### config.mk
export PLATFORM = sky130hd
export DESIGN_NAME = dzf_top
export DESIGN_NICKNAME = d
export VERILOG_FILES = /design/src/hdl/dzf_pkg.sv /design/src/hdl/dzf_top.sv /design/src/hdl/dzf_zero_det.sv
export SDC_FILE = /design/constraint.sdc
export NUM_CORES = 1
export LEC_CHECK = 0
export ABC_AREA = 1
export BUFFER_PORTS_ARGS = -buffer_cell sky130_fd_sc_hd__buf_2
export CORE_AREA = 2 2 272 274
export DETAILED_ROUTE_END_ITERATION = 8
export DIE_AREA = 0 0 274 276
export PLACE_DENSITY = 0.5
export RECOVER_POWER = 25
export SETUP_SLACK_MARGIN = 0.5
export SLEW_MARGIN = 10
export SYNTH_ARGS = -nofsm -noshare
export SYNTH_HDL_FRONTEND = slang
export SYNTH_HIERARCHICAL = 1
export SYNTH_SLANG_ARGS = --single-unit
### constraint.sdc
create_clock -name mclk_i -period 14.5 [get_ports mclk_i]
set_input_delay 2.175 -clock mclk_i [delete_from_list [all_inputs] [get_ports mclk_i]]
set_output_delay 2.175 -clock mclk_i [all_outputs]
set_load 0.01 [all_outputs]
### src/hdl/dzf_pkg.sv
/*
   Package for the converter control block: channel counts, sample width,
   clock ratio figures, the sampling-rate class and the carrier types.
   Assumes nothing of its surroundings; every other design file imports it.
*/
package dzf_pkg;

   // ----------------------------------------
   // Sizes
   // ----------------------------------------
   localparam int SAMPLE_W = 24;
   localparam int NUM_IN = 4;
   localparam int NUM_CH = 8;
   localparam int NUM_GPO = 6;
   localparam int NUM_MID = 4;
   localparam int CNT_W = 12;

   // ----------------------------------------
   // System clock ratios (clocks per sample)
   // ----------------------------------------
   localparam logic [CNT_W-1:0] RATIO_128 = 12'h080;
   localparam logic [CNT_W-1:0] RATIO_192 = 12'h0C0;
   localparam logic [CNT_W-1:0] RATIO_256 = 12'h100;
   localparam logic [CNT_W-1:0] RATIO_384 = 12'h180;
   localparam logic [CNT_W-1:0] RATIO_512 = 12'h200;
   localparam logic [CNT_W-1:0] RATIO_768 = 12'h300;
   localparam logic [CNT_W-1:0] RATIO_TOL = 12'h002;
   localparam logic [CNT_W-1:0] CNT_MAX = 12'hFFF;

   // ----------------------------------------
   // Defaults
   // ----------------------------------------
   localparam int ZERO_RUN_DEF = 1024;
   localparam logic [SAMPLE_W-1:0] BIPOLAR_ZERO = 24'h000000;
   localparam int MID_FIRST = 2;

   // ----------------------------------------
   // Types
   // ----------------------------------------
   typedef enum logic [1:0] {
      DZF_FS_NORMAL,
      DZF_FS_96K,
      DZF_FS_192K
   } dzf_fs_t;

   // Audio pins as sampled: data[0] is input a
   typedef struct packed {
      logic bclk;
      logic wclk;
      logic [NUM_IN-1:0] data;
   } dzf_pins_t;

   typedef logic [NUM_CH-1:0][SAMPLE_W-1:0] dzf_chan_bus_t;

endpackage : dzf_pkg

### src/hdl/dzf_top.sv
/*
   Converter control top: samples the serial audio pins, maps the four inputs
   onto eight channels, forces the middle channels to bipolar zero, drives
   the zero flags (six of them usable as plain outputs) and checks the system
   clock ratio against the sampling-rate class.
   Assumes mclk_i is the system clock and that bit and word clocks come from
   outside its domain, far slower than it.
*/
// Contract
// - Combined flag is the AND of the zero flags of channels one to six.
// - Flags one to six report zero data or act as plain outputs; seven, eight only zero.
// - Input a feeds channels 1/2, b 3/4, c 5/6, d 7/8, left then right.
// - Channels three to six are usable only up to 96 kHz.
// - 192 kHz is served only on inputs a and d.
// - All processing runs from the supplied system clock; nothing internal.
// - A control bit selects 64x oversampling, used for 192 kHz with 128x clock.
// - Channels three to six are forced to bipolar zero at 192 kHz.
module dzf_top #(
   parameter int ZERO_RUN = dzf_pkg::ZERO_RUN_DEF
) (
   // System clock and reset
   input wire logic mclk_i,
   input wire logic resetn_i,
   // Serial audio pins
   input wire logic bit_clock_i,
   input wire logic word_clock_i,
   input wire logic serial_audio_in_a_i,
   input wire logic serial_audio_in_b_i,
   input wire logic serial_audio_in_c_i,
   input wire logic serial_audio_in_d_i,
   // Control bits
   input wire dzf_pkg::dzf_fs_t fs_mode_i,
   input wire logic [dzf_pkg::NUM_MID-1:0] chan_disable_i,
   input wire logic oversample_64_i,
   input wire logic [dzf_pkg::NUM_GPO-1:0] general_purpose_output_en_i,
   input wire logic [dzf_pkg::NUM_GPO-1:0] general_purpose_output_level_i,
   // Channel samples
   output dzf_pkg::dzf_chan_bus_t chan_data_o,
   output logic [dzf_pkg::NUM_CH-1:0] chan_valid_o,
   // Flags
   output logic chan1_zero_flag_or_gpo_o,
   output logic chan2_zero_flag_or_gpo_o,
   output logic chan3_zero_flag_or_gpo_o,
   output logic chan4_zero_flag_or_gpo_o,
   output logic chan5_zero_flag_or_gpo_o,
   output logic chan6_zero_flag_or_gpo_o,
   output logic chan7_zero_flag_o,
   output logic chan8_zero_flag_o,
   output logic combined_zero_flag_o,
   // Status
   output logic oversample_64_o,
   output logic clock_ratio_ok_o
);
   import dzf_pkg::*;

   // ----------------------------------------
   // State
   // ----------------------------------------
   // Sync stages that must hold real pin samples before edges count
   localparam int FILL_W = 3;

   typedef struct packed {
      dzf_pins_t meta;
      dzf_pins_t pins;
      dzf_pins_t pins_d;
      logic [NUM_IN-1:0][SAMPLE_W-1:0] shift;
      dzf_chan_bus_t chan;
      logic [NUM_CH-1:0] stb;
      logic [CNT_W-1:0] mcnt;
      logic ratio_ok;
      logic [NUM_CH-1:0] flag_out;
      logic combined;
      logic osr64;
      logic [FILL_W-1:0] fill;
   } dzf_top_state_t;

   dzf_top_state_t state;
   dzf_top_state_t next_state;
   logic [1:0] rst_sync;
   logic rst_n;
   logic [NUM_CH-1:0] det_flag;
   logic [NUM_CH-1:0] samp_zero;

   // Tolerance band around a nominal ratio
   function automatic logic ratio_near(input logic [CNT_W-1:0] cnt, input logic [CNT_W-1:0] ratio);
      return (cnt + RATIO_TOL >= ratio) && (cnt <= ratio + RATIO_TOL);
   endfunction : ratio_near

   // Legal system clock ratios per rate class
   function automatic logic ratio_legal(input dzf_fs_t fs, input logic [CNT_W-1:0] cnt);
      logic ok;
      ok = 1'b0;
      case (fs)
         DZF_FS_192K: ok = ratio_near(cnt, RATIO_128) || ratio_near(cnt, RATIO_192);
         DZF_FS_96K: ok = ratio_near(cnt, RATIO_256) || ratio_near(cnt, RATIO_384)
            || ratio_near(cnt, RATIO_512);
         default: ok = ratio_near(cnt, RATIO_256) || ratio_near(cnt, RATIO_384)
            || ratio_near(cnt, RATIO_512) || ratio_near(cnt, RATIO_768);
      endcase
      return ok;
   endfunction : ratio_legal

   // ----------------------------------------
   // Reset release
   // ----------------------------------------
   // Async assert, two-flop release so the state and detector flops leave reset on one edge
   always_ff @(posedge mclk_i or negedge resetn_i) begin
      if (!resetn_i) begin
         rst_sync <= 2'h0;
      end else begin
         rst_sync <= {rst_sync[0], 1'b1};
      end
   end
   assign rst_n = rst_sync[1];

   // ----------------------------------------
   // Zero detectors, one per channel
   // ----------------------------------------
   genvar gi;
   generate
      for (gi = 0; gi < NUM_CH; gi++) begin : g_det
         assign samp_zero[gi] = state.chan[gi] == BIPOLAR_ZERO;
         dzf_zero_det #(
            .ZERO_RUN(ZERO_RUN)
         ) u_det (
            .mclk_i(mclk_i),
            .resetn_i(rst_n),
            .sample_stb_i(state.stb[gi]),
            .sample_zero_i(samp_zero[gi]),
            .zero_flag_o(det_flag[gi])
         );
      end
   endgenerate

   // ----------------------------------------
   // Next state
   // ----------------------------------------
   // Pins pass two flops before any edge logic looks at them. Bit and word
   // clocks are edge-found by the system clock, which drives everything.
   always_comb begin
      logic bclk_rise;
      logic wclk_edge;
      logic wclk_rise;
      logic mid_off;
      logic [NUM_IN-1:0][SAMPLE_W-1:0] shifted;
      logic [CNT_W-1:0] period;
      bclk_rise = 1'b0;
      wclk_edge = 1'b0;
      wclk_rise = 1'b0;
      mid_off = 1'b0;
      shifted = '0;
      period = '0;
      next_state = state;
      next_state.meta = dzf_pins_t'({bit_clock_i, word_clock_i, serial_audio_in_d_i,
         serial_audio_in_c_i, serial_audio_in_b_i, serial_audio_in_a_i});
      next_state.pins = state.meta;
      next_state.pins_d = state.pins;
      // Reset leaves zeros in the chain; a pin idling high would fake an edge
      next_state.fill = {state.fill[FILL_W-2:0], 1'b1};
      bclk_rise = state.fill[FILL_W-1] && state.pins.bclk && !state.pins_d.bclk;
      wclk_edge = state.fill[FILL_W-1] && (state.pins.wclk != state.pins_d.wclk);
      wclk_rise = state.fill[FILL_W-1] && state.pins.wclk && !state.pins_d.wclk;
      // Bit taken on the edge that also ends a slot still belongs to that slot
      for (int i = 0; i < NUM_IN; i++) begin
         shifted[i] = bclk_rise ? {state.shift[i][SAMPLE_W-2:0], state.pins.data[i]} : state.shift[i];
      end
      next_state.shift = shifted;
      // High word clock is the left slot: it closes on the falling edge
      next_state.stb = '0;
      for (int i = 0; i < NUM_IN; i++) begin
         if (wclk_edge) begin
            next_state.chan[2*i + (wclk_rise ? 1 : 0)] = shifted[i];
            next_state.stb[2*i + (wclk_rise ? 1 : 0)] = 1'b1;
         end
      end
      // Middle channels are muted at 192 kHz or when disabled
      for (int i = 0; i < NUM_MID; i++) begin
         mid_off = (fs_mode_i == DZF_FS_192K) || chan_disable_i[i];
         if (mid_off) begin
            next_state.chan[MID_FIRST + i] = BIPOLAR_ZERO;
         end
      end
      // Clocks per word-clock period, saturating on a stalled word clock
      if (wclk_rise) begin
         period = state.mcnt + CNT_W'(1);
         next_state.ratio_ok = ratio_legal(fs_mode_i, period);
         next_state.mcnt = '0;
      end else if (state.mcnt != CNT_MAX) begin
         next_state.mcnt = state.mcnt + CNT_W'(1);
      end else begin
         next_state.ratio_ok = 1'b0;
      end
      // Flags one to six may be handed to software; seven and eight may not
      for (int i = 0; i < NUM_CH; i++) begin
         next_state.flag_out[i] = det_flag[i];
      end
      for (int i = 0; i < NUM_GPO; i++) begin
         if (general_purpose_output_en_i[i]) begin
            next_state.flag_out[i] = general_purpose_output_level_i[i];
         end
      end
      // Combined flag follows detection, not plain-output levels
      next_state.combined = &det_flag[NUM_GPO-1:0];
      next_state.osr64 = oversample_64_i;
   end

   // ----------------------------------------
   // State register
   // ----------------------------------------
   always_ff @(posedge mclk_i or negedge rst_n) begin
      if (!rst_n) begin
         state <= '0;
      end else begin
         state <= next_state;
      end
   end

   // ----------------------------------------
   // Outputs, all straight from the state register
   // ----------------------------------------
   assign chan_data_o = state.chan;
   assign chan_valid_o = state.stb;
   assign chan1_zero_flag_or_gpo_o = state.flag_out[0];
   assign chan2_zero_flag_or_gpo_o = state.flag_out[1];
   assign chan3_zero_flag_or_gpo_o = state.flag_out[2];
   assign chan4_zero_flag_or_gpo_o = state.flag_out[3];
   assign chan5_zero_flag_or_gpo_o = state.flag_out[4];
   assign chan6_zero_flag_or_gpo_o = state.flag_out[5];
   assign chan7_zero_flag_o = state.flag_out[6];
   assign chan8_zero_flag_o = state.flag_out[7];
   assign combined_zero_flag_o = state.combined;
   assign oversample_64_o = state.osr64;
   assign clock_ratio_ok_o = state.ratio_ok;

endmodule : dzf_top

### src/hdl/dzf_zero_det.sv
/*
   Zero-data detector for one output channel: the flag rises after a run of
   consecutive all-zero samples and falls on the first nonzero sample.
   Assumes a synchronous, already released reset and a one-cycle sample
   strobe on the same clock.
*/
module dzf_zero_det #(
   parameter int ZERO_RUN = dzf_pkg::ZERO_RUN_DEF
) (
   // Clock and reset
   input wire logic mclk_i,
   input wire logic resetn_i,
   // Sample
   input wire logic sample_stb_i,
   input wire logic sample_zero_i,
   // Flag
   output logic zero_flag_o
);
   import dzf_pkg::*;

   localparam int RUN_W = $clog2(ZERO_RUN + 1);
   localparam logic [RUN_W-1:0] RUN_END = RUN_W'(ZERO_RUN);

   typedef struct packed {
      logic [RUN_W-1:0] run;
      logic flag;
   } dzf_det_state_t;

   dzf_det_state_t state;
   dzf_det_state_t next_state;

   // Count zero samples; saturate so a long silence never wraps the flag off
   always_comb begin
      next_state = state;
      if (sample_stb_i) begin
         if (!sample_zero_i) begin
            next_state.run = '0;
            next_state.flag = 1'b0;
         end else if (state.run != RUN_END) begin
            next_state.run = state.run + RUN_W'(1);
            next_state.flag = (state.run + RUN_W'(1)) == RUN_END;
         end
      end
   end

   always_ff @(posedge mclk_i or negedge resetn_i) begin
      if (!resetn_i) begin
         state <= '0;
      end else begin
         state <= next_state;
      end
   end

   assign zero_flag_o = state.flag;

endmodule : dzf_zero_det

==> results of run 1 <==
-- routing by layer --
metal | track usage, % | vias up
met3 | 3.31 | 105
met5 | 0 | -
met2 | 24.0 | 425
met1 | 19.7 | 7923
met4 | 4.96 | 4
li1 | - | 8042
-- state kept, by name, summed over array words and instances (netlist names), 2 cells and up --
register / cells
chan_data_o: 192
state: 111
g_det.u_det/state: 88
next_state: 14
g_det.u_det/zero_flag_o: 8
chan_valid_o: 2
rst_sync: 2
-- layout make-up --
cell class	instances	share of cell area [%]
multi-input combinational	1447	31.6
sequential	428	44.4
inverter	372	5.81
timing repair buffer	252	5.45
tap	959	4.98
clock inverter	29	1.69
clock buffer	67	6.05
-- critical path: cells and delay by family (launching register included) --
kind | cells | cell delay (ps)
buffers and inverters | 3 | 2940
and+or+nand+nor | 2 | 1890
DFF | 1 | 390
AOI/OAI and AO/OA | 1 | 220
-- per-stage QoR --
step	cells	hold WS [ps]	total power, mW	area (um^2)	util, %
after floorplan	2519	331	1.94	21600	-
after global placement	3458	334	2.07	22300	30.7
after detailed placement	3458	336	2.08	22300	30.7
after CTS	3554	347	3.51	24100	33.3
after global routing	3554	346	3.66	24100	33.2
final	3554	348	3.45	24100	33.2
-- worst max-delay path by stage --
| stage | startpoint | end | slack (ps) | depth (start not counted) |
|---|---|---|---|---|
| floorplan | rst_sync[1] | chan1_zero_flag_or_gpo_o | 1690 | 0 |
| global placement | fs_mode_i[0] | chan_data_o[77] | 10540 | 7 |
| detailed placement | fs_mode_i[0] | chan_data_o[95] | 10460 | 7 |
| CTS | chan_valid_o[5] | chan_valid_o[5] | 10720 | 2 |
| global route | next_state[326] | chan_data_o[63] | 8110 | 7 |
| finish | next_state[326] | chan_data_o[157] | 8850 | 6 |
-- logic make-up (layout without fill, tap and decap cells) --
kind of cell / Yosys count / count (layout)
buf+inv: 644 / 720
xor+xnor: 27 / 27
compound gates: 412 / 412
flops: 428 / 428
mux: 4 / 4
fa+ha+maj: 30 / 30
other cells: 1 / 2
simple gates: 972 / 972
-- power by group through the flow --
stage                     sequential, mW  clock, mW  combinational (mW)
after global placement              1.50          0               0.566
after global routing                1.51       1.50               0.648
after detailed placement            1.51          0               0.574
final                               1.49       1.40               0.564
after floorplan                     1.47          0               0.466
after CTS                           1.49       1.44               0.576
-- cells in the final DEF, fill, tap and decap left out, types with 4 or more instances in the layout --
cell	instances
nor4_1	33
clkinv_1	9
buf_4	12
o21bai_1	16
nand2_1	472
nor2_2	43
ha_1	30
dfrtp_1	428
o22ai_1	73
nand3_2	23
buf_2	233
clkbuf_1	10
nand3_1	156
nor2_1	89
inv_2	30
mux2_2	4
clkinvlp_4	6
clkbuf_16	52
clkinv_2	10
nor3_1	9
o21ai_1	45
nor2_4	15
a21oi_1	13
nand2_2	35
bufinv_16	9
nand2_4	12
or4_1	8
o21ai_0	262
and2_1	10
nand3_4	4
inv_1	331
clkbuf_8	10
xor2_1	27
nand4_1	60
==> impl_metrics.ini, run 1 <==
[yosys]
synth_top_family_by_area = simple AND/OR/NAND/NOR gates
syn_area_um2 = 21600
synthMuxAreaShare_pct = 0.209
synth_xor_area_share_pct = 1.10
synth.area.top_cells = dfrtp_1 (50%), nand2_1 (8.2%), buf_4 (7.1%), o21ai_0 (6.1%), inv_1 (5.8%)
syn_area_per_cell_um2 = 8.56
synth_compound_area_share_pct = 10.2
syn_inst = 2518
synth_async_sr_flop_share_pct = 100
ys_seq_elements = 428
ys_top_cells_by_count = nand2_1 (473), dfrtp_1 (428), inv_1 (331), o21ai_0 (262), buf_4 (204)
yosys.area_share.simple_pct = 22.1
ys.flop_type = dfrtp_1
synth_adder_area_share_pct = 1.74
synth-edff-count = 0
synth_most_common_cell = nand2_1
yosys.area.top_type_share_pct = 49.7
ys_seq_area_share_pct = 49.7
yosys.area.top_type = dfrtp_1
synth_cell_type_count = 38
synth_warnings = 6

[cells_and_area]
seq_area_um2 = 10700
drive_gt1_share_pct = 19.6
nets = 2609
antenna_cells = 0
area_growth_pct = 11.9
multiInputGateArea_um2 = 7620
fillers = 7611

[detailed_routing]
ant_nets = 0
wl_met1_um = 25200
detail_route.wl_per_cell_um = 16.0
wl_um = 56700
firstDrtPassIters = 5
first_iter_violations = 1071
drc_errors = 0
vias = 16500
top_layer = met5
route.met3.wl_um = 3580
met2_length_um = 26200
vias_per_cell = 4.64

[clocking]
cts_resized = 0
clock_sinks = 428
cts_tree = built
numCtsBuffers = 51
cts_max_path_buffers = 3
htreeDepth = 2
cts-root-buf = clkbuf_16
clk_latency_ps = 590
clkTransAtPathRegs_ps = 60
hold_buffers = 0
cts_setup_buffers = 0

[power]
leakage_nw = 11.4
combPwrFrac_pct = 16.3
p_switching_mw = 1.05
pwr-share-clk_pct = 40.6
p_sw_share_pct = 30.4
max-vdd-ir-drop_mv = 0.0995
seqPwrFrac_pct = 43.1
power.density_nw_per_um2 = 143
p_int_mw = 2.40

[critical_path]
crit_arrival_ps = 6060
worstSetupStartpointType = register
path_cells = inv_1 -> nor3_2 -> clkinvlp_2 -> nand2_4 -> buf_4 -> o21ai_0
slowest_stage = clkinvlp_2
path_class = reg2reg
crit_fanout = 80
ff2ff_setup_slack_ps = 8850
r2r-start = next_state[326]
critical_path_required_ps = 14910
critPathCaptureType = register
critPathMaxStageDelay_ps = 2090
reg2regPathDepth = 6
reg2reg_to = chan_data_o[157]

[die]
coreArea_um2 = 72600
fp.dieH_um = 276
pin_count = 238
placementRows = 99
dieArea_um2 = 75600
die_x_um = 274
initial_core_util_pct = 29.7

[timing]
finalSetupTns_ps = 0
finalClockSkew_ps = 23.9
finalMaxSlewViolations = 135
worst_slack_ps = 8850
rsz0062_at_grt = false
fin_crit_ps = 5650
finalCritPeriodShare_pct = 39.0
relSlewSlack_pct = -84.0
hold_viol = 0
clock.fmax_ghz = 0.177
tightest_slew_ps = 2740
setup_viol = 0

[place]
dp_slack_ps = 10460
hpwl_um = 40700
port_buffers = 237
gp_congestion = 0.854

[hold_path]
hp-class = reg2reg
worstHoldEndpoint = next_state[327]
holdPathStages = 0
hold_path_startpoint = next_state[333]

[global_route]
grt_pass1_wl_um = 90500
grt_max_degree = 168
antenna_found_initial = 2
grt_use_total_pct = 14.9
grt_pass1_vias = 16200
gr-total-overflow = 0

[run]
cap_viol_max_count = 2

[run_status]
violations = max-capacitance violations, max-slew violations
outcome = complete, but fails checks
Power figures use the tool's default switching activity.
==> inputs of run 2 (changes only) <==
ABC_AREA = 0   (was 1)
CORE_AREA = 2 2 270 272   (was 2 2 272 274)
DIE_AREA = 0 0 272 274   (was 0 0 274 276)
clock period = 5.45 ns   (was 14.5 ns; I/O delays follow)
==> run 2 against run 1 <==
  * The run still ends with max-capacitance violations, max-slew violations left
  * Non-clock buffer count fell by 1
  * Maximum frequency rose by 80%
  * Design area decreased by 2.0%
  * Power increased to 2.5 times the previous value
  * Critical path depth is 5 lower
  * Clock skew fell by 0.86 ps
==> impl_metrics.ini, run 2 <==
[timing]
finalSetupTns_ps = 0
tightest_slew_ps = 1750
rsz0062_at_grt = false
whs_ps = 315
relSlewSlack_pct = -17.0
hold_viol = 0
fin_crit_ps = 3130
finalMaxSlewViolations = 104
finalCritPeriodShare_pct = 57.5
finalClockSkew_ps = 23.0
worst_slack_ps = 2320
clock.fmax_ghz = 0.319
setup_viol = 0

[die]
coreArea_um2 = 72000
initial_core_util_pct = 29.7
pin_count = 238
fp.dieH_um = 274
placementRows = 99
dieArea_um2 = 74500
die_x_um = 272

[power]
power.density_nw_per_um2 = 368
combPwrFrac_pct = 15.0
seqPwrFrac_pct = 44.0
power_mw = 8.70
p_switching_mw = 2.61
max-vdd-ir-drop_mv = 0.246
p_sw_share_pct = 30.0
pwr-share-clk_pct = 41.0
p_int_mw = 6.09
leakage_nw = 12.0

[clocking]
clk_latency_ps = 600
htreeDepth = 2
cts_tree = built
cts_max_path_buffers = 3
cts_resized = 0
clock_sinks = 428
clkTransAtPathRegs_ps = 70
cts-root-buf = clkbuf_16
numCtsBuffers = 50

[yosys]
synth-edff-count = 0
ys_seq_area_share_pct = 50.1
ys_top_cells_by_count = dfrtp_1 (428), nand2_1 (329), o21ai_0 (246), buf_4 (203), inv_1 (146)
syn_area_per_cell_um2 = 9.84
syn_area_um2 = 21400
yosys.area.top_type = dfrtp_1
ys_seq_elements = 428
ys.flop_type = dfrtp_1
synth_most_common_cell = dfrtp_1
synth_warnings = 6
syn_inst = 2172
synth_cell_type_count = 82
synth_async_sr_flop_share_pct = 100
synth.area.top_cells = dfrtp_1 (50%), buf_4 (7.1%), nand2_1 (5.8%), o21ai_0 (5.8%), mux2i_1 (4.6%)
yosys.area.top_type_share_pct = 50.1

[critical_path]
slowest_stage = dfrtp_1
path_cells = clkbuf_2
critical_path.top_delay_family = flip-flops
critPathCaptureType = asynchronous set/reset pin
crit_fanout = 65
critical_path_required_ps = 5860
crit_arrival_ps = 3540
path_class = reg2async
worstSetupStartpointType = register
ff2ff_setup_slack_ps = 2320
critPathMaxStageDelay_ps = 1520
worst-path-buf-inv = 1

[global_route]
grt_max_degree = 172
grt_pass1_vias = 15000
grt_use_total_pct = 14.6
antenna_found_initial = 0
grt_pass1_wl_um = 87200
gr-total-overflow = 0

[detailed_routing]
detail_route.wl_per_cell_um = 17.4
firstDrtPassIters = 5
first_iter_violations = 1044
vias = 15300
wl_um = 55100
vias_per_cell = 4.83
ant_nets = 0
drc_errors = 0

[place]
port_buffers = 237
dp_slack_ps = 2560
gp_congestion = 0.823
placed_area_um2 = 21900
hpwl_um = 38300

[run_status]
outcome = complete, but fails checks
violations = max-capacitance violations, max-slew violations

[cells_and_area]
drive_gt1_share_pct = 18.4
nets = 2229
fin_area_um2 = 23600
area_growth_pct = 10.5
final_cell_mix = dfrtp_1 (428), nand2_1 (329), o21ai_0 (246)
final_common_cell = dfrtp_1
largest_reg_flops = 192
antenna_cells = 0

[hold_path]
hp-class = in2reg

[run]
cap_viol_max_count = 2
run 2: logic make-up after synthesis:
family / after synthesis / share of synthesized area [%]
fa+ha+maj: 30 / 1.76
flops: 428 / 50.1
buf+inv: 450 / 12.0
xor+xnor: 22 / 0.901
simple gates: 656 / 15.5
compound gates: 476 / 14.5
mux: 109 / 5.17
other cells: 1 / 0.0175
run 2: worst paths after layout:
path / from / end / cells past startpoint
setup / recovery: rst_sync[1] / chan_data_o[87] / 1
hold / removal: serial_audio_in_c_i / next_state[330] / 1
setup reg to reg: rst_sync[1] / chan_data_o[87] / 1
hold reg to reg: next_state[332] / next_state[326] / 0
max in group mclk_i: chan_data_o[181] / g_det[7].u_det/zero_flag_o / 7
min in group asynchronous: resetn_i / rst_sync[1] / 2
run 2: routing by layer:
metal / GRT usage, % / up-vias / part of all wire [%]
met1: 18.9 / 7553 / 44
li1: - / 7370 / -
met5: 0 / - / 0
met2: 23.8 / 302 / 47
met4: 4.61 / 0 / 2.5
met3: 3.97 / 78 / 6.0
run 2: power by group through the flow:
stage                     Sequential, mW  Clock (mW)  Combinational, mW
after floorplan                     3.79           0               1.05
after global placement              3.87           0               1.30
after detailed placement            3.88           0               1.32
after CTS                           3.83        3.70               1.33
after global routing                3.89        3.84               1.48
final                               3.83        3.57               1.30
run 2: metrics by stage:
step	util [%]	cells
after floorplan	-	2173
after global placement	30.4	3078
after detailed placement	30.4	3078
after CTS	32.8	3171
after global routing	32.8	3171
final	32.8	3171
run 2: area by class of cell:
cell class	instances	area (um^2)
clock inverter	25	339
inverter	146	548
multi-input combinational	1295	8120
sequential	428	10700
clock buffer	67	1400
fill	7336	48300
tap	959	1200
timing repair buffer	251	1310
run 2: what timing repair did:
action	CTS	global route
hold endpoints to repair	2	0
endpoints found under the setup margin	0	0
buffers inserted	0	0
hold buffers	1	0
==> inputs of run 3 (changes only) <==
clock period = 3.3 ns   (was 5.45 ns; I/O delays follow)
==> run 3 against run 2 <==
  * The flow still finishes with violations (max-capacitance violations, max-slew violations)
  * Utilization rose by 0.41 points
  * Clock skew down 2.0 ps
  * Power up 65%
  * Maximum frequency grew 16%
  * Cell count is 0.91% higher
  * Design area rose by 1.2%
  * Critical path depth is 7 higher
  * Register-to-register slack worse by 1700 ps
  * Highest routed layer is now met5
==> impl_metrics.ini, run 3 (same netlist as run 2, synthesis figures left out) <==
[global_route]
grt_pass1_vias = 15200
grt_use_total_pct = 14.6
antenna_found_initial = 2
gr-total-overflow = 0
grt_max_degree = 98
grt_pass1_wl_um = 88000

[power]
seqPwrFrac_pct = 44.2
leakage_nw = 12.2
p_sw_share_pct = 30.3
combPwrFrac_pct = 15.7
p_switching_mw = 4.34
pwr-share-clk_pct = 40.1
max-vdd-ir-drop_mv = 0.370
p_int_mw = 10.0
power.density_nw_per_um2 = 600

[detailed_routing]
firstDrtPassIters = 5
first_iter_violations = 1139
vias_per_cell = 4.82
detail_route.wl_per_cell_um = 17.0
wl_um = 54400
drc_errors = 0
vias = 15400
ant_nets = 0

[run_status]
violations = max-capacitance violations, max-slew violations
outcome = complete, but fails checks

[die]
dieArea_um2 = 74500
coreArea_um2 = 72000
fp.dieH_um = 274
initial_core_util_pct = 29.7
placementRows = 99
pin_count = 238
die_x_um = 272

[timing]
finalClockSkew_ps = 21.0
rsz0062_at_grt = true
finalCritPeriodShare_pct = 81.7
relSlewSlack_pct = -43.5
fin_crit_ps = 2690
tightest_slew_ps = 2150
clock.fmax_ghz = 0.371
setup_viol = 0
hold_viol = 0
finalSetupTns_ps = 0
finalMaxSlewViolations = 37

[critical_path]
worstSetupStartpointType = register
critical_path.top_delay_family = simple AND/OR/NAND/NOR gates
crit_fanout = 12
critPathMaxStageDelay_ps = 570
slowest_stage = dfrtp_1
critical_path_required_ps = 3830
critPathCaptureType = register
path_class = reg2reg
path_cells = ha_2 -> inv_1 -> nor4b_1 -> o311ai_1 -> or4_1 -> a21bo_1 -> a21oi_2 -> o311a_1
worst-path-buf-inv = 1
crit_arrival_ps = 3230

[cells_and_area]
fin_area_um2 = 23900
final_common_cell = dfrtp_1
nets = 2257
final_cell_mix = dfrtp_1 (428), nand2_1 (329), o21ai_0 (246)
area_growth_pct = 11.9
antenna_cells = 0
drive_gt1_share_pct = 19.4
largest_reg_flops = 192
fin_cells = 3200
fillers = 7311

[place]
gp_congestion = 0.855
placed_area_um2 = 22100
hpwl_um = 38600
port_buffers = 237
dp.cells = 3099

[clocking]
numCtsBuffers = 51
cts_setup_buffers = 0
cts_max_path_buffers = 3
htreeDepth = 2
clock_sinks = 428
cts_tree = built
clk_latency_ps = 600
clkTransAtPathRegs_ps = 60
cts-root-buf = clkbuf_16

[hold_path]
hp-class = in2reg

[run]
cap_viol_max_count = 1
## run 3: changes by cell type in the layout (fill, tap and decap cells not counted), sizes merged
cell / delta
dlygate4sd3: +6
clkinvlp: -1
inv: +1
buf: +19
clkbuf: +1
bufinv: -3
clkinv: +6
## run 3: repair_timing
item,4_1_cts,5_1_grt
gates resized for setup,0,2
hold buffers,7,0
endpoints found under the hold margin,8,0
setup endpoints to repair,0,9
## run 3: area by class of cell
type / instances / area, um^2 / area share [%]
Tap cell: 959 / 1200 / 5.02
Sequential cell: 428 / 10700 / 44.8
Clock buffer: 66 / 1430 / 5.99
Timing Repair Buffer: 278 / 1610 / 6.71
Multi-Input combinational cell: 1295 / 8130 / 34.0
Clock inverter: 28 / 299 / 1.25
Inverter: 146 / 548 / 2.29
## run 3: per-stage QoR
stage               total power, mW  hold WS (ps)  worst slack [ps]  utilization, %
floorplan                      8.00           199              -894               -
global placement               8.63           282               606            30.7
detailed placement             8.70           287               521            30.7
CTS                            14.6          36.4               513            33.2
global route                   15.2          89.5               437            33.2
finish                         14.3           113               605            33.2
## run 3: per-layer routing
layer / track usage, % / wire length [um]
met1: 19.6 / 24700
met2: 23.8 / 25600
met3: 3.00 / 2780
met4: 4.14 / 1310
met5: 0 / 13
## run 3: final timing paths
kind                                     startpoint               end  slack [ps]  depth (start not counted)
worst max-delay path                      state[14]  clock_ratio_ok_o         610                          8
worst min-delay path            serial_audio_in_b_i   next_state[329]         110                          1
worst max register to register            state[14]  clock_ratio_ok_o         610                          8
worst min register to register      next_state[331]   next_state[325]         350                          0
max in group asynchronous               rst_sync[1]        state[255]         980                          1
min in group asynchronous                  resetn_i       rst_sync[0]         210                          2
## run 3: power by group through the flow
| stage | sequential (mW) | clock, mW | combinational [mW] |
|---|---|---|---|
| 4_1_cts | 6.34 | 5.96 | 2.28 |
| 5_1_grt | 6.44 | 6.18 | 2.55 |
| 3_3_place_gp | 6.41 | 0 | 2.22 |
| 2_1_floorplan | 6.26 | 0 | 1.74 |
| 6_report | 6.35 | 5.75 | 2.25 |
| 3_5_place_dp | 6.43 | 0 | 2.26 |
